## config.mk

```make
export PLATFORM = sky130hd
export DESIGN_NAME = aso_alu_top
export DESIGN_NICKNAME = d
export VERILOG_FILES = /design/src/aso_pkg.sv /design/src/aso_alu_if.sv /design/src/aso_alu_top.sv /design/src/aso_alu_core.sv
export SDC_FILE = /design/constraint.sdc
export NUM_CORES = 1
export LEC_CHECK = 0
export ABC_AREA = 1
export BUFFER_PORTS_ARGS = -buffer_cell sky130_fd_sc_hd__buf_2
export CORE_MARGIN = 4
export CORE_UTILIZATION = 28
export CTS_CLUSTER_DIAMETER = 200
export DETAILED_ROUTE_END_ITERATION = 7
export GPL_ROUTABILITY_DRIVEN = 0
export PLACE_DENSITY_LB_ADDON = 0.3
export SKIP_CTS_REPAIR_TIMING = 1
export SLEW_MARGIN = 25
export SYNTH_ARGS = -nofsm -noshare
export SYNTH_HDL_FRONTEND = slang
export SYNTH_SLANG_ARGS = --single-unit
```

## constraint.sdc

```tcl
create_clock -name clk -period 2.4 [get_ports clk]
set_input_delay 0.48 -clock clk [delete_from_list [all_inputs] [get_ports clk]]
set_output_delay 0.48 -clock clk [all_outputs]
set_load 0.05 [all_outputs]
```

## src/aso_pkg.sv

```systemverilog
// ****************************************************************
// Shared constants and types of the add and shift unit.
// ****************************************************************
package aso_pkg;

    // ************************************************************
    // Widths.
    // ************************************************************
    localparam int ASO_DATA_W = 8;   // Working and file register width.
    localparam int ASO_PTR_W = 16;   // Indirect pointer pair width.
    localparam int ASO_LIT6_W = 6;   // Signed pointer literal width.
    localparam int ASO_OPC_W = 14;   // Instruction word width.
    localparam int ASO_FADDR_W = 7;  // File address width, 0 to 127.
    localparam int ASO_BUS_AW = 3;   // Register port address width.
    localparam int ASO_NIB_W = 4;    // Low nibble width for digit carry.

    // ************************************************************
    // Instruction word fields.
    // ************************************************************
    localparam int ASO_OPC_MSB = 13;     // Top bit of the instruction word.
    localparam int ASO_PFX7_LSB = 7;     // Low bit of the 7-bit pointer-add prefix.
    localparam int ASO_PFX6_LSB = 8;     // Low bit of the 6-bit prefix of other ops.
    localparam int ASO_PTR_SEL_BIT = 6;  // Pointer select bit n.
    localparam int ASO_DEST_BIT = 7;     // Destination select bit d.
    localparam int ASO_LIT6_MSB = 5;     // Top bit of the 6-bit literal.
    localparam int ASO_LIT8_MSB = 7;     // Top bit of the 8-bit literal.
    localparam int ASO_FADDR_MSB = 6;    // Top bit of the file address.

    // Opcode prefixes; the literal ones beside the pointer add are defaults.
    localparam logic [6:0] ASO_PFX_PTR_ADD = 7'h62;
    localparam logic [5:0] ASO_PFX_AND_IMM = 6'h39;
    localparam logic [5:0] ASO_PFX_ADD_IMM = 6'h3e;
    localparam logic [5:0] ASO_PFX_AND_FILE = 6'h05;
    localparam logic [5:0] ASO_PFX_ADD_FILE = 6'h07;
    localparam logic [5:0] ASO_PFX_ASR_FILE = 6'h37;
    localparam logic [5:0] ASO_PFX_ADDC_FILE = 6'h3d;

    // ************************************************************
    // Register port map and status bit positions.
    // ************************************************************
    localparam logic [2:0] ASO_REG_WORK = 3'h0;
    localparam logic [2:0] ASO_REG_STATUS = 3'h1;
    localparam logic [2:0] ASO_REG_PTR0_LO = 3'h2;
    localparam logic [2:0] ASO_REG_PTR0_HI = 3'h3;
    localparam logic [2:0] ASO_REG_PTR1_LO = 3'h4;
    localparam logic [2:0] ASO_REG_PTR1_HI = 3'h5;
    localparam int ASO_ST_C_BIT = 0;
    localparam int ASO_ST_DC_BIT = 1;
    localparam int ASO_ST_Z_BIT = 2;

    // ************************************************************
    // Types.
    // ************************************************************
    typedef enum logic [2:0] {
        ASO_OP_NONE, ASO_OP_PTR_ADD, ASO_OP_AND_IMM, ASO_OP_ADD_IMM,
        ASO_OP_AND_FILE, ASO_OP_ADD_FILE, ASO_OP_ADDC_FILE, ASO_OP_ASR_FILE
    } aso_op_type;

    typedef enum logic [1:0] {
        ASO_FN_AND, ASO_FN_ADD, ASO_FN_ASR
    } aso_func_type;

    typedef struct packed {
        logic [ASO_DATA_W-1:0] work;        // Working register.
        logic carry;                        // Carry flag.
        logic digit_carry_flag;             // Carry out of bit 3.
        logic zero;                         // Zero flag.
        logic [ASO_PTR_W-1:0] ptr0;         // Indirect pointer pair 0.
        logic [ASO_PTR_W-1:0] ptr1;         // Indirect pointer pair 1.
        logic file_we;                      // File write strobe.
        logic [ASO_FADDR_W-1:0] file_addr;  // File write address.
        logic [ASO_DATA_W-1:0] file_wdata;  // File write data.
        logic done;                         // Execution pulse.
        logic [ASO_DATA_W-1:0] rdata;       // Register port read data.
    } aso_state_type;

    localparam aso_state_type ASO_STATE_RST = '0;

endpackage

```

## src/aso_alu_if.sv

```systemverilog
`timescale 1ns/10ps
// ****************************************************************
// Operand and result bundle between the sequencer and the ALU core.
// ****************************************************************
interface aso_alu_if;
    import aso_pkg::*;
    aso_func_type fn;                // Selected function.
    logic [ASO_DATA_W-1:0] a;        // Working register operand.
    logic [ASO_DATA_W-1:0] b;        // Literal or file operand.
    logic cin;                       // Carry in, zero for plain adds.
    logic [ASO_DATA_W-1:0] result;   // Eight-bit result.
    logic c_out;                     // New carry.
    logic dc_out;                    // New digit carry.
    logic z_out;                     // New zero.
    logic upd_c;                     // Carry is to be written.
    logic upd_dc;                    // Digit carry is to be written.
    modport core (input fn, a, b, cin, output result, c_out, dc_out, z_out, upd_c, upd_dc);
    modport user (output fn, a, b, cin, input result, c_out, dc_out, z_out, upd_c, upd_dc);
endinterface

```

## src/aso_alu_top.sv

```systemverilog
`timescale 1ns/10ps
module aso_alu_top (
    // Clock, reset and enable.
    input wire logic clk,
    input wire logic rstn,
    input wire logic ce,
    // Instruction from the decoder.
    input wire logic instr_valid,
    input wire logic [aso_pkg::ASO_OPC_W-1:0] instr,
    // Content of the file register addressed by the instruction.
    input wire logic [aso_pkg::ASO_DATA_W-1:0] file_rdata,
    // Write port toward the register file.
    output logic file_we,
    output logic [aso_pkg::ASO_FADDR_W-1:0] file_addr,
    output logic [aso_pkg::ASO_DATA_W-1:0] file_wdata,
    // Architectural state.
    output logic [aso_pkg::ASO_DATA_W-1:0] work,
    output logic carry,
    output logic digit_carry_flag,
    output logic zero,
    output logic [aso_pkg::ASO_PTR_W-1:0] ptr0,
    output logic [aso_pkg::ASO_PTR_W-1:0] ptr1,
    output logic exec_done,
    // Software register port.
    input wire logic [aso_pkg::ASO_BUS_AW-1:0] bus_addr,
    input wire logic [aso_pkg::ASO_DATA_W-1:0] bus_wdata,
    input wire logic bus_wr,
    input wire logic bus_rd,
    output logic [aso_pkg::ASO_DATA_W-1:0] bus_rdata
);
    import aso_pkg::*;

    // ************************************************************
    // Declarations.
    // ************************************************************

    // State and decode.
    aso_state_type s;       // Registered state of the whole block.
    aso_state_type next_s;  // Next value of the state.
    aso_op_type op_kind;    // Decoded operation of this cycle.
    aso_alu_if alu ();      // Bundle toward the ALU core.

    // Instruction fields.
    logic [ASO_LIT6_W-1:0] lit6;         // Signed pointer literal.
    logic [ASO_PTR_W-1:0] lit6_ext;      // Literal sign-extended to pointer width.
    logic [ASO_DATA_W-1:0] lit8;         // Unsigned byte literal.
    logic [ASO_FADDR_W-1:0] faddr;       // File address field.
    logic dest_file;                     // Destination select bit.
    logic ptr_sel;                       // Pointer select bit.
    logic [ASO_DATA_W-1:0] status_byte;  // Status flags as read by software.

    // ************************************************************
    // Field extraction.
    // ************************************************************

    // Fields are cut out unconditionally; only the decoded kind decides use.
    always_comb begin
        lit6 = instr[ASO_LIT6_MSB:0];
        lit6_ext = {{(ASO_PTR_W-ASO_LIT6_W){lit6[ASO_LIT6_W-1]}}, lit6};
        lit8 = instr[ASO_LIT8_MSB:0];
        faddr = instr[ASO_FADDR_MSB:0];
        dest_file = instr[ASO_DEST_BIT];
        ptr_sel = instr[ASO_PTR_SEL_BIT];
    end

    // ************************************************************
    // Instruction decode.
    // ************************************************************

    // Anything outside the handled prefixes is ignored and changes nothing.
    always_comb begin
        op_kind = ASO_OP_NONE;
        if (instr_valid) begin
            if (instr[ASO_OPC_MSB:ASO_PFX7_LSB] == ASO_PFX_PTR_ADD) begin
                op_kind = ASO_OP_PTR_ADD;
            end else begin
                unique case (instr[ASO_OPC_MSB:ASO_PFX6_LSB])
                    ASO_PFX_AND_IMM: begin
                        op_kind = ASO_OP_AND_IMM;
                    end
                    ASO_PFX_ADD_IMM: begin
                        op_kind = ASO_OP_ADD_IMM;
                    end
                    ASO_PFX_AND_FILE: begin
                        op_kind = ASO_OP_AND_FILE;
                    end
                    ASO_PFX_ADD_FILE: begin
                        op_kind = ASO_OP_ADD_FILE;
                    end
                    ASO_PFX_ADDC_FILE: begin
                        op_kind = ASO_OP_ADDC_FILE;
                    end
                    ASO_PFX_ASR_FILE: begin
                        op_kind = ASO_OP_ASR_FILE;
                    end
                    default: begin
                        // Not an operation of this unit.
                        op_kind = ASO_OP_NONE;
                    end
                endcase
            end
        end
    end

    // ************************************************************
    // Operand steering toward the ALU core.
    // ************************************************************

    // The working register is always operand a; b is the literal or the file.
    always_comb begin
        // Defaults first.
        alu.a = s.work;
        alu.b = file_rdata;
        alu.cin = 1'b0;
        alu.fn = ASO_FN_AND;
        unique case (op_kind)
            ASO_OP_AND_IMM: begin
                alu.b = lit8;
            end
            ASO_OP_ADD_IMM: begin
                alu.b = lit8;
                alu.fn = ASO_FN_ADD;
            end
            ASO_OP_ADD_FILE: begin
                alu.fn = ASO_FN_ADD;
            end
            ASO_OP_ADDC_FILE: begin
                alu.fn = ASO_FN_ADD;
                alu.cin = s.carry;
            end
            ASO_OP_ASR_FILE: begin
                alu.fn = ASO_FN_ASR;
            end
            default: begin
                // AND with the file, pointer add and idle use the defaults.
                alu.fn = ASO_FN_AND;
            end
        endcase
    end

    // One ALU core serves every byte operation.
    aso_alu_core u_core (
        .alu(alu.core)
    );

    // ************************************************************
    // Next-state logic.
    // ************************************************************

    // Status byte as software sees it; upper bits read as zero.
    always_comb begin
        status_byte = '0;
        status_byte[ASO_ST_C_BIT] = s.carry;
        status_byte[ASO_ST_DC_BIT] = s.digit_carry_flag;
        status_byte[ASO_ST_Z_BIT] = s.zero;
    end

    // Software writes are applied first and an instruction that touches the
    // same state in the same cycle overrides them, so execution never stalls.
    always_comb begin
        // State holds unless written below.
        next_s = s;
        next_s.file_we = 1'b0;
        next_s.done = 1'b0;
        next_s.rdata = '0;

        // Read data exist only in the cycle after the read strobe.
        if (bus_rd) begin
            unique case (bus_addr)
                ASO_REG_WORK: begin
                    next_s.rdata = s.work;
                end
                ASO_REG_STATUS: begin
                    next_s.rdata = status_byte;
                end
                ASO_REG_PTR0_LO: begin
                    next_s.rdata = s.ptr0[ASO_DATA_W-1:0];
                end
                ASO_REG_PTR0_HI: begin
                    next_s.rdata = s.ptr0[ASO_PTR_W-1:ASO_DATA_W];
                end
                ASO_REG_PTR1_LO: begin
                    next_s.rdata = s.ptr1[ASO_DATA_W-1:0];
                end
                ASO_REG_PTR1_HI: begin
                    next_s.rdata = s.ptr1[ASO_PTR_W-1:ASO_DATA_W];
                end
                default: begin
                    // Unmapped addresses read as zero.
                    next_s.rdata = '0;
                end
            endcase
        end

        // Software loads of the architectural state.
        if (bus_wr) begin
            unique case (bus_addr)
                ASO_REG_WORK: begin
                    next_s.work = bus_wdata;
                end
                ASO_REG_STATUS: begin
                    next_s.carry = bus_wdata[ASO_ST_C_BIT];
                    next_s.digit_carry_flag = bus_wdata[ASO_ST_DC_BIT];
                    next_s.zero = bus_wdata[ASO_ST_Z_BIT];
                end
                ASO_REG_PTR0_LO: begin
                    next_s.ptr0[ASO_DATA_W-1:0] = bus_wdata;
                end
                ASO_REG_PTR0_HI: begin
                    next_s.ptr0[ASO_PTR_W-1:ASO_DATA_W] = bus_wdata;
                end
                ASO_REG_PTR1_LO: begin
                    next_s.ptr1[ASO_DATA_W-1:0] = bus_wdata;
                end
                ASO_REG_PTR1_HI: begin
                    next_s.ptr1[ASO_PTR_W-1:ASO_DATA_W] = bus_wdata;
                end
                default: begin
                    // Writes to unmapped addresses are dropped.
                    next_s.rdata = next_s.rdata;
                end
            endcase
        end

        // Execution; every handled instruction completes in this one cycle.
        if (op_kind == ASO_OP_PTR_ADD) begin
            // The 16-bit sum drops its carry, so the pair wraps both ways;
            // no flag is written.
            if (ptr_sel) begin
                next_s.ptr1 = s.ptr1 + lit6_ext;
            end else begin
                next_s.ptr0 = s.ptr0 + lit6_ext;
            end
            next_s.done = 1'b1;
        end else if (op_kind != ASO_OP_NONE) begin
            next_s.zero = alu.z_out;
            if (alu.upd_c) begin
                next_s.carry = alu.c_out;
            end
            if (alu.upd_dc) begin
                next_s.digit_carry_flag = alu.dc_out;
            end
            if (op_kind == ASO_OP_AND_IMM || op_kind == ASO_OP_ADD_IMM) begin
                next_s.work = alu.result;
            end else if (dest_file) begin
                // Result goes back to the addressed file register.
                next_s.file_we = 1'b1;
                next_s.file_addr = faddr;
                next_s.file_wdata = alu.result;
            end else begin
                next_s.work = alu.result;
            end
            next_s.done = 1'b1;
        end
    end

    // ************************************************************
    // State register.
    // ************************************************************

    // A low enable freezes everything, the pulses included, which keeps a
    // file write strobe alive for the stalled cycles; the register file
    // must run on the same enable.
    always_ff @(posedge clk or negedge rstn) begin
        // Reset loads constants only.
        if (!rstn) begin
            s <= ASO_STATE_RST;
        end else if (ce) begin
            s <= next_s;
        end
    end

    // ************************************************************
    // Outputs, each straight from the state register.
    // ************************************************************

    // No logic between flop and pin.
    assign file_we = s.file_we;
    assign file_addr = s.file_addr;
    assign file_wdata = s.file_wdata;
    assign work = s.work;
    assign carry = s.carry;
    assign digit_carry_flag = s.digit_carry_flag;
    assign zero = s.zero;
    assign ptr0 = s.ptr0;
    assign ptr1 = s.ptr1;
    assign exec_done = s.done;
    assign bus_rdata = s.rdata;

endmodule

```

## src/aso_alu_core.sv

```systemverilog
`timescale 1ns/10ps
// ****************************************************************
// Eight-bit AND, add and arithmetic shift with flag results.
// ****************************************************************
module aso_alu_core (
    // Operand and result bundle.
    aso_alu_if.core alu
);
    import aso_pkg::*;

    logic [ASO_DATA_W:0] sum;     // Nine-bit sum holding the carry out.
    logic [ASO_NIB_W:0] nib_sum;  // Low nibble sum holding the digit carry.

    // Pure combinational; the zero flag is always derived from the result.
    always_comb begin
        sum = {1'b0, alu.a} + {1'b0, alu.b} + {{ASO_DATA_W{1'b0}}, alu.cin};
        nib_sum = {1'b0, alu.a[ASO_NIB_W-1:0]} + {1'b0, alu.b[ASO_NIB_W-1:0]}
                + {{ASO_NIB_W{1'b0}}, alu.cin};
        alu.result = '0;
        alu.c_out = 1'b0;
        alu.dc_out = 1'b0;
        alu.upd_c = 1'b0;
        alu.upd_dc = 1'b0;
        unique case (alu.fn)
            ASO_FN_AND: begin
                alu.result = alu.a & alu.b;
            end
            ASO_FN_ADD: begin
                // Carry from bit 7, digit carry from bit 3.
                alu.result = sum[ASO_DATA_W-1:0];
                alu.c_out = sum[ASO_DATA_W];
                alu.dc_out = nib_sum[ASO_NIB_W];
                alu.upd_c = 1'b1;
                alu.upd_dc = 1'b1;
            end
            ASO_FN_ASR: begin
                // The sign bit is kept and bit 0 falls into carry.
                alu.result = {alu.b[ASO_DATA_W-1], alu.b[ASO_DATA_W-1:1]};
                alu.c_out = alu.b[0];
                alu.upd_c = 1'b1;
            end
            default: begin
                // An unused function code gives a zero result and asks for no carry update.
                alu.result = '0;
            end
        endcase
        alu.z_out = (alu.result == '0);
    end

endmodule

```

Yosys cells after proc, flatten, opt, wreduce, memory -nomap -nowiden
Index checks and enable logic that the tools add are counted.

Bits in registers: 68. Bits of input ports: 39. Output and inout bits: 68.

Add/sub/neg operators: 6. Equality and inequality tests: 20. Multiplexer cells: 34. Bitwise logic cells: 3. Reductions and logical operators: 9.

Operators by type and width (count): $mux 16 (5); $mux 8 (9); $pmux 8 s6 (1); $mux 43 (1); $add 16x16->16 (2); $mux 32 (1); $eq 6x6->1 const B (4); $pmux 8 s3 (1); $mux 11 (2); $pmux 3 s6 (1); $mux 17 (1); $eq 3x3->1 const B (5); $eq 3x2->1 const B (4); $eq 6x3->1 const B (2); $add 8x8->9 (1); $add 9x1->9 (1); $mux 3 (3); $and 8x8->8 (1); $logic_not 8->1 (1); $eq 7x7->1 const B (1); $mux 1 (7); $eq 3x1->1 const B (2); $add 4x4->5 (1); $add 5x1->5 (1); other kinds (12) (14).

Logic depth before layout (Yosys ltp)
Gate-level depths: netlist of the first run.

Depth in word-level cells: 14. Gate-level depth with buffers: 28.

Modules after synthesis
Synthesis of the first run repeated with hierarchy kept, for this count alone.

Cell total of the unflattened synthesis: 1127. Area total of the unflattened synthesis: 6836.6 um^2.

Modules (own cells, without submodules): aso_alu_top (instances 1, cells an instance 989, area an instance 6119.6 um^2); aso_alu_core (instances 1, cells an instance 138, area an instance 716.9 um^2).

Least setup slack after synthesis of the first run
Ideal clock, no wire load.

Kind: input port to flip-flop. Start: input port instr[13] (netlist name). End: register s (netlist bit zero). Library setup time: 118 ps. Arrival: 3006 ps. Data required time: 2282 ps. Path slack: -724 ps. Stages: 24. Path buffers: 0. Path through: nand2_1 inv_2 nand3_2 nand2_2 nand4_4 inv_2 or2_1 o21ai_2 fa_1 fa_1 inv_1 nand2_1 a21oi_1 nor3_1 o21ai_0 inv_1 nand2_1 nand2_2 nand2_1 nor2_1 nand2_1 nand2_1 nand2_1 nand2_1.

Longest elaborated chain between the ends: 13.

Ends and longest elaborated chain: start, declared (RTL line aso_alu_top.sv:9) `input wire logic [aso_pkg::ASO_OPC_W-1:0] instr,`; $eq 6x6->1 or $eq 6x3->1 (tied branches) (RTL line aso_alu_top.sv:77) `unique case (instr[ASO_OPC_MSB:ASO_PFX6_LSB])`; $pmux 3 s6 (RTL line aso_alu_top.sv:77); $mux 3 (*) (RTL line aso_alu_top.sv:74) `if (instr[ASO_OPC_MSB:ASO_PFX7_LSB] == ASO_PFX_PTR_ADD) begin`; $mux 3 (*) (RTL line aso_alu_top.sv:73) `if (instr_valid) begin`; $eq 3x2->1 (RTL line aso_alu_top.sv:116) `unique case (op_kind)`; $reduce_or 2->1 (no source line); $mux 8 (RTL line aso_alu_top.sv:116); $add 8x8->9 (RTL line aso_alu_core.sv:16) `sum = {1'b0, alu.a} + {1'b0, alu.b} + {{ASO_DATA_W{1'b0}}, alu.cin};`; $add 9x1->9 (RTL line aso_alu_core.sv:16); $pmux 8 s3 (RTL line aso_alu_core.sv:24) `unique case (alu.fn)`; $logic_not 8->1 (RTL line aso_alu_core.sv:47) `alu.z_out = (alu.result == '0);`; $mux 11 (RTL line aso_alu_top.sv:235) `end else if (op_kind != ASO_OP_NONE) begin`; $mux 11 (*) (RTL line aso_alu_top.sv:226) `if (op_kind == ASO_OP_PTR_ADD) begin`; end signal, assigned (RTL line aso_alu_top.sv:269) `s <= next_s;`; end, declared (RTL line aso_alu_top.sv:38) `aso_state_type s;`.

Every way passes the cells marked *; elsewhere a longest branch is shown, timed or not. A chain may end at the register's enable or synchronous reset.

Worst setup path in the final report of the first run
Start: input port instr[9] (netlist name). End: register s (netlist bit file_wdata[4]).

Longest elaborated chain between the ends: 10.

Ends and longest elaborated chain (RTL line): $eq 6x6->1 or $eq 6x3->1 (tied branches) (aso_alu_top.sv:77); $pmux 3 s6 (aso_alu_top.sv:77); $mux 3 (*) (aso_alu_top.sv:74); $mux 3 (*) (aso_alu_top.sv:73); $eq 3x2->1 (aso_alu_top.sv:116, aso_alu_top.sv:243); $reduce_or 2->1 (no source line); $mux 8 (aso_alu_top.sv:116); $add 8x8->9 (aso_alu_core.sv:16); $add 9x1->9 (aso_alu_core.sv:16); $pmux 8 s3 (aso_alu_core.sv:24).

Marks and branches as above.

==> impl_metrics.sql, run 1 <==
INSERT INTO impl_metrics (metric_group, metric, value, unit) VALUES
('status', 'status', 'finished with violations', ''),
('status', 'violated_checks', 'negative setup slack', ''),
('clock_network', 'tritoncts_clock_tree', 'done', ''),
('logic_synthesis', 'synthArstFlopShare', '1.00', ''),
('detailed_routing', 'routedWlPerCell', '16.8', 'um'),
('final_layout', 'mostFrequentLayoutCell', 'sky130_fd_sc_hd__nand2_1', ''),
('timing', 'layout_setup_ws', '-0.433', 'ns'),
('logic_synthesis', 'synth-simple-area-share', '0.266', ''),
('logic_synthesis', 'synth_top_family_by_area', 'simple AND/OR/NAND/NOR gates', ''),
('logic_synthesis', 'syn_nets', '963', ''),
('die', 'die_y', '156', 'um'),
('final_layout', 'footprint_of_the_flip_flops_and_latches', '1700', 'um2'),
('timing', 'worst_tran_pin_value', '0.580', 'ns'),
('logic_synthesis', 'syn_inst', '878', ''),
('logic_synthesis', 'mux_cell_area_share_after_synthesis', '0.00163', ''),
('setup_path', 'path_class', 'input port to flip-flop', ''),
('timing', 'period_minus_slack', '2.83', 'ns'),
('setup_path', 'worstSetupEndpointType', 'flip-flop', ''),
('final_layout', 'fillers', '2216', ''),
('logic_synthesis', 'ys_seq_elements', '68', ''),
('power', 'ir_drop', '357', 'uV'),
('clock_network', 'tritoncts_num_sinks', '68', ''),
('final_layout', 'post_route_cells_drive_above_1_share', '0.347', ''),
('power', 'finalPower', '6330', 'uW'),
('die', 'core_area', '21300', 'um2'),
('timing', 'setup_viol_count_final', '17', ''),
('detailed_routing', 'post-route-drc-count', '0', ''),
('final_layout', 'layoutNonFillerInstCount', '1411', ''),
('clock_network', 'clockBufferDepth', '2', ''),
('grt', 'first_global_vias', '6491', ''),
('detailed_routing', 'drtPass1Iterations', '5', ''),
('timing', 'slew_headroom', '0.611', ''),
('timing', 'fin_skew', '0.0104', 'ns'),
('grt', 'largest_net_degree_at_the_start_of_global_routing', '32', ''),
('clock_network', 'cts_made_buffers', '9', ''),
('die', 'top_level_ports', '107', ''),
('power', 'leakagePower', '0.00452', 'uW'),
('die', 'die_x_extent', '156', 'um'),
('logic_synthesis', 'yosysTopAreaCell', 'sky130_fd_sc_hd__dfrtp_1', ''),
('die', 'rows', '53', ''),
('detailed_routing', 'postRouteWirelength', '23.7', 'mm'),
('detailed_routing', 'detailedRoute.firstIterationViolations', '486', ''),
('placement', 'placement.io_buffers', '106', ''),
('min_path', 'hold_path_class', 'input port to asynchronous set/reset pin', ''),
('die', 'design.die.area', '24400', 'um2'),
('final_layout', 'num-nets-final', '1216', ''),
('final_layout', 'antenna_cells', '0', ''),
('logic_synthesis', 'synth_xor_area_frac', '0.0342', ''),
('grt', 'grt.total_usage', '0.189', ''),
('clock_network', 'insertion_delay', '0.35', 'ns'),
('logic_synthesis', 'netlist.area_leader.share', '0.277', ''),
('die', 'start_util', '0.288', ''),
('setup_path', 'critical_path.startpoint_type', 'input port', ''),
('job', 'timing.max_cap.violations', '0', ''),
('grt', 'grt_antenna_before_repair', '0', ''),
('logic_synthesis', 'fraction_of_the_mapped_netlist_area_in_adder_cells', '0.0986', ''),
('setup_path', 'cp.required', '2.67', 'ns'),
('detailed_routing', 'drt.antenna.violating_nets', '0', ''),
('logic_synthesis', 'synth.cell_area', '6140', 'um2'),
('logic_synthesis', 'postSynth.topFlopCell', 'sky130_fd_sc_hd__dfrtp_1', ''),
('clock_network', 'cts-htree-levels', '3', ''),
('final_layout', 'multiInputGateArea', '4190', 'um2'),
('logic_synthesis', 'synth-compound-area-share', '0.226', ''),
('timing', 'rsz0062_at_grt', 'yes', ''),
('clock_network', 'path_clk_slew', '0.06', 'ns'),
('grt', 'first_pass_grt_wire_length', '36.0', 'mm'),
('logic_synthesis', 'synth_enable_flop_cells', '0', ''),
('grt', 'total_overflow_reported_by_the_global_router', '0', ''),
('logic_synthesis', 'synth_top_cells_by_area', 'sky130_fd_sc_hd__dfrtp_1 28%, sky130_fd_sc_hd__nand2_1 14%, sky130_fd_sc_hd__ha_1 8.6%', ''),
('timing', 'finalHoldViolations', '0', ''),
('placement', 'place.detailed.instances', '1377', '');
## routing by layer
metal | track usage | wire length [um] | up-vias
li1 | - | - | 3476
met4 | 0.0596 | 680 | 0
met1 | 0.263 | 10900 | 3256
met2 | 0.296 | 10700 | 209
met5 | 0 | 0 | -
met3 | 0.0344 | 1460 | 41
## critical path: stages
cell                      delay [ns]
sky130_fd_sc_hd__buf_12         0.11
sky130_fd_sc_hd__inv_12         0.05
sky130_fd_sc_hd__nand2_4        0.04
sky130_fd_sc_hd__nor2_4         0.09
sky130_fd_sc_hd__nand2_2        0.07
sky130_fd_sc_hd__nand2_4        0.08
sky130_fd_sc_hd__nand4_4        0.11
sky130_fd_sc_hd__inv_2          0.07
sky130_fd_sc_hd__or2_1          0.11
sky130_fd_sc_hd__o21ai_2        0.07
sky130_fd_sc_hd__fa_2           0.38
sky130_fd_sc_hd__fa_2           0.34
sky130_fd_sc_hd__inv_2          0.08
sky130_fd_sc_hd__nand2_2        0.08
sky130_fd_sc_hd__a21oi_4        0.15
sky130_fd_sc_hd__nor3_1         0.06
sky130_fd_sc_hd__o21ai_1        0.12
sky130_fd_sc_hd__inv_1          0.05
sky130_fd_sc_hd__nand2_1        0.08
sky130_fd_sc_hd__nand2_2        0.07
sky130_fd_sc_hd__buf_4          0.13
sky130_fd_sc_hd__buf_4          0.13
sky130_fd_sc_hd__o21ai_1        0.13
## registers in the layout, indices dropped and copies added (netlist names)
name / cells
ptr0: 16
ptr1: 16
bus_rdata: 8
file_wdata: 8
work: 8
file_addr: 7
carry: 1
digit_carry_flag: 1
exec_done: 1
file_we: 1
zero: 1
## cell type report
type                       instances  area share
clock buffer                      10      0.0270
clock inverter                     6     0.00453
timing repair buffer             267       0.210
sequential                        68       0.193
multi-input combinational        666       0.473
tap                              275      0.0389
inverter                         119      0.0533
## metrics by stage
stage / setup slack, ns / area, um2 / hold slack [ns]
floorplan: -0.507 / 6230 / 0.184
global placement: -0.793 / 8070 / 0.390
CTS: -0.485 / 8350 / 0.0186
detailed placement: -0.841 / 8070 / 0.389
global route: -0.575 / 8840 / 0.0200
finish: -0.433 / 8840 / 0.0264
## cells in the mapped netlist, drive strengths merged, types with 4 or more instances
master / number
nand3: 42
nor2: 40
nand2: 248
nand4: 12
xor2: 13
buf: 12
fa: 4
o221ai: 4
o22ai: 12
ha: 42
a21oi: 60
a31oi: 4
o21a: 4
clkbuf: 13
dfrtp: 68
a221oi: 5
o211ai: 28
a22oi: 5
nor3: 6
inv: 118
o21ai: 104
xnor2: 11
## final timing paths
| kind | startpoint | endpoint | slack, ns | cells after the start |
|---|---|---|---|---|
| setup / recovery | instr[9] | file_wdata[4]$_DFFE_PN0P_ | -0.43 | 23 |
| hold / removal | rstn | ptr1[7]$_DFFE_PN0P_ | 0.03 | 1 |
| setup reg to reg | carry$_DFFE_PN0P_ | file_wdata[4]$_DFFE_PN0P_ | 0.01 | 14 |
| hold reg to reg | file_wdata[2]$_DFFE_PN0P_ | file_wdata[2]$_DFFE_PN0P_ | 0.48 | 2 |
| max in group asynchronous | rstn | ptr1[1]$_DFFE_PN0P_ | 1.76 | 2 |
| min in group clk | file_wdata[2]$_DFFE_PN0P_ | file_wdata[2]$_DFFE_PN0P_ | 0.48 | 2 |
## power by group
group | switching, uW | internal, uW | leakage, uW
clock network | 541 | 725 | 0.000138
logic | 2170 | 1270 | 0.00350
registers | 257 | 1360 | 0.000878
total | 2970 | 3360 | 0.00452
## cells by family (layout without fill, tap and decap cells)
kind of cell | count (synthesis) | count (layout)
AO/OA/AOI/OAI | 240 | 240
adder cells (fa/ha/maj) | 46 | 46
multiplexers | 1 | 1
AND/OR/NAND/NOR | 355 | 355
buffers and inverters | 144 | 402
flip-flops | 68 | 68
XOR/XNOR | 24 | 24
(Power assumes the default switching activity.)
==> run 2, diff against run 1 <==
--- a/config.mk
+++ b/config.mk
@@ -8,8 +8,9 @@
 export ABC_AREA = 1
 export BUFFER_PORTS_ARGS = -buffer_cell sky130_fd_sc_hd__buf_2
 export CORE_MARGIN = 4
-export CORE_UTILIZATION = 28
+export CORE_UTILIZATION = 40
 export CTS_CLUSTER_DIAMETER = 200
+export CTS_CLUSTER_SIZE = 12
 export DETAILED_ROUTE_END_ITERATION = 7
 export GPL_ROUTABILITY_DRIVEN = 0
 export PLACE_DENSITY_LB_ADDON = 0.3
==> run 2 against run 1 <==
  * The run still ends with negative setup slack left
  * Sequential power hardly changed
  * Die area shrank 29%
  * Sequential cell count is the same
  * Power up 2.4%
  * Critical path depth up 4
  * Combinational power fell by 3%
  * Critical path type unchanged
==> impl_metrics.sql, run 2 (synthesis gave the netlist of run 1 again) <==
INSERT INTO impl_metrics (metric_group, metric, value, unit) VALUES
('placement', 'detailedPlacementHpwl', '16.6', 'mm'),
('setup_path', 'critical_path_stages', '27', ''),
('job', 'timing.max_cap.violations', '0', ''),
('timing', 'hold_ws', '0.147', 'ns'),
('setup_path', 'cp_common_cell', 'sky130_fd_sc_hd__nand2_1', ''),
('grt', 'grt_antenna_before_repair', '0', ''),
('clock_network', 'cts_made_buffers', '9', ''),
('clock_network', 'root_buffer', 'sky130_fd_sc_hd__clkbuf_16', ''),
('detailed_routing', 'wirelength_met1', '9.35', 'mm'),
('status', 'status', 'finished with violations', ''),
('placement', 'post_dp_cell_area', '7860', 'um2'),
('detailed_routing', 'route.vias.total', '6928', ''),
('die', 'rows', '45', ''),
('grt', 'grt.total_usage', '0.239', ''),
('power', 'leakagePower', '0.00441', 'uW'),
('timing', 'setup_viol_count_final', '17', ''),
('detailed_routing', 'drt.antenna.violating_nets', '0', ''),
('detailed_routing', 'total_length_of_routed_met2_wires', '10.0', 'mm'),
('die', 'die_y', '132', 'um'),
('die', 'core_area', '15100', 'um2'),
('detailed_routing', 'detailedRoute.firstIterationViolations', '588', ''),
('detailed_routing', 'post-route-drc-count', '0', ''),
('clock_network', 'tritoncts_num_sinks', '68', ''),
('die', 'top_level_ports', '107', ''),
('timing', 'rsz0062_at_grt', 'yes', ''),
('power', 'power_density_over_cell_area', '760', 'nW/um2'),
('setup_path', 'worst_ep_arrival_time', '3.08', 'ns'),
('setup_path', 'path_class', 'input port to flip-flop', ''),
('clock_network', 'tritoncts_clock_tree', 'done', ''),
('die', 'die_x_extent', '132', 'um'),
('timing', 'tns', '-3.76', 'ns'),
('setup_path', 'critical_path.endpoint', 'zero$_DFFE_PN0P_', ''),
('clock_network', 'insertion_delay', '0.34', 'ns'),
('detailed_routing', 'met3_length', '1.58', 'mm'),
('final_layout', 'mostFrequentLayoutCell', 'sky130_fd_sc_hd__nand2_1', ''),
('die', 'design.die.area', '17400', 'um2'),
('grt', 'first_global_vias', '6459', ''),
('timing', 'maxSlewViolCount', '0', ''),
('clock_network', 'clockBufferDepth', '2', ''),
('final_layout', 'post-route-cell-area', '8530', 'um2'),
('die', 'start_util', '0.405', ''),
('detailed_routing', 'routedWlPerCell', '16.6', 'um'),
('setup_path', 'timing.critical_path.from', 'instr[9]', ''),
('setup_path', 'timing.critical_path.slowest_cell_delay', '0.38', 'ns'),
('final_layout', 'area.growth.synth_to_final', '38.9', '%'),
('timing', 'fin_crit_sh', '1.17', ''),
('final_layout', 'most-common-layout-cells', '222 x sky130_fd_sc_hd__nand2_1, 118 x sky130_fd_sc_hd__buf_4, 100 x sky130_fd_sc_hd__buf_2', ''),
('grt', 'largest_net_degree_at_the_start_of_global_routing', '44', ''),
('final_layout', 'post_route_cells_drive_above_1_share', '0.320', ''),
('timing', 'slew_headroom', '0.608', ''),
('detailed_routing', 'route.detailed.vias_per_inst', '5.36', ''),
('setup_path', 'reg2reg_slack', '0.06', 'ns'),
('final_layout', 'fillers', '1401', ''),
('detailed_routing', 'max_layer_used', 'met4', ''),
('grt', 'first_pass_grt_wire_length', '33.6', 'mm'),
('detailed_routing', 'postRouteWirelength', '21.4', 'mm'),
('placement', 'placement.io_buffers', '106', ''),
('grt', 'total_overflow_reported_by_the_global_router', '0', ''),
('setup_path', 'critical_path.startpoint_type', 'input port', ''),
('timing', 'worst_tran_pin_value', '0.589', 'ns'),
('setup_path', 'critical_register_to_register_path_startpoint', 'carry$_DFFE_PN0P_', ''),
('setup_path', 'critical_path.n_buffers_inverters', '5', ''),
('timing', 'fin_skew', '0.00699', 'ns'),
('setup_path', 'critical_path.slowest_cell', 'sky130_fd_sc_hd__fa_2', ''),
('power', 'ir_drop', '429', 'uV'),
('status', 'violated_checks', 'negative setup slack', ''),
('clock_network', 'cts-htree-levels', '3', ''),
('power', 'finalPower', '6480', 'uW'),
('timing', 'finalHoldViolations', '0', ''),
('setup_path', 'cp.required', '2.68', 'ns'),
('setup_path', 'reg2reg_depth', '18', ''),
('setup_path', 'regToRegEndpoint', 'zero$_DFFE_PN0P_', ''),
('setup_path', 'worstSetupEndpointType', 'flip-flop', ''),
('setup_path', 'crit_family', 'simple AND/OR/NAND/NOR gates', ''),
('timing', 'layout_setup_ws', '-0.407', 'ns'),
('final_layout', 'antenna_cells', '0', ''),
('setup_path', 'path_max_fanout', '3', ''),
('clock_network', 'path_clk_slew', '0.06', 'ns'),
('timing', 'fmax', '356', 'MHz'),
('detailed_routing', 'drtPass1Iterations', '5', ''),
('timing', 'period_minus_slack', '2.81', 'ns'),
('min_path', 'hold_path_class', 'input port to asynchronous set/reset pin', ''),
('final_layout', 'num-nets-final', '1185', '');
[run 2: cell type report]
| class | count | area, um2 | share of cell area |
|---|---|---|---|
| Clock buffer | 10 | 229 | 0.0269 |
| Tap cell | 188 | 235 | 0.0276 |
| Sequential cell | 68 | 1700 | 0.200 |
| Multi-Input combinational cell | 666 | 4120 | 0.483 |
| Clock inverter | 6 | 113 | 0.0132 |
| Inverter | 119 | 472 | 0.0553 |
| Timing Repair Buffer | 236 | 1650 | 0.194 |
[run 2: how the worst min path moves through the flow]
stage                                         from  slack (ns)                        to  cells past startpoint
after floorplan                               rstn        0.18  bus_rdata[0]$_DFFE_PN0P_                      0
after global placement    file_addr[1]$_DFFE_PN0P_        0.47  file_addr[1]$_DFFE_PN0P_                      2
after detailed placement  file_addr[1]$_DFFE_PN0P_        0.47  file_addr[1]$_DFFE_PN0P_                      2
after CTS                                     rstn        0.15  file_addr[4]$_DFFE_PN0P_                      1
after global routing                          rstn        0.18       work[5]$_DFFE_PN0P_                      1
final                                         rstn        0.15  file_addr[4]$_DFFE_PN0P_                      1
[run 2: stage by stage]
stage / cells / utilization / worst slack, ns
2_1_floorplan: 878 / - / -0.507
5_1_grt: 1293 / 0.563 / -0.636
3_3_place_gp: 1270 / 0.519 / -0.753
4_1_cts: 1286 / 0.542 / -0.459
3_5_place_dp: 1270 / 0.519 / -0.794
6_report: 1293 / 0.563 / -0.407
[run 2: report_power, final]
part	total [uW]	internal [uW]	switching, uW
Combinational	3320	1190	2130
Clock	1540	1020	523
Sequential	1610	1360	252
[run 2: routing by layer]
| layer | GRT usage | vias up |
|---|---|---|
| li1 | - | 3410 |
| met1 | 0.332 | 3213 |
| met2 | 0.377 | 267 |
| met3 | 0.0485 | 38 |
| met4 | 0.0688 | 0 |
| met5 | 0 | - |
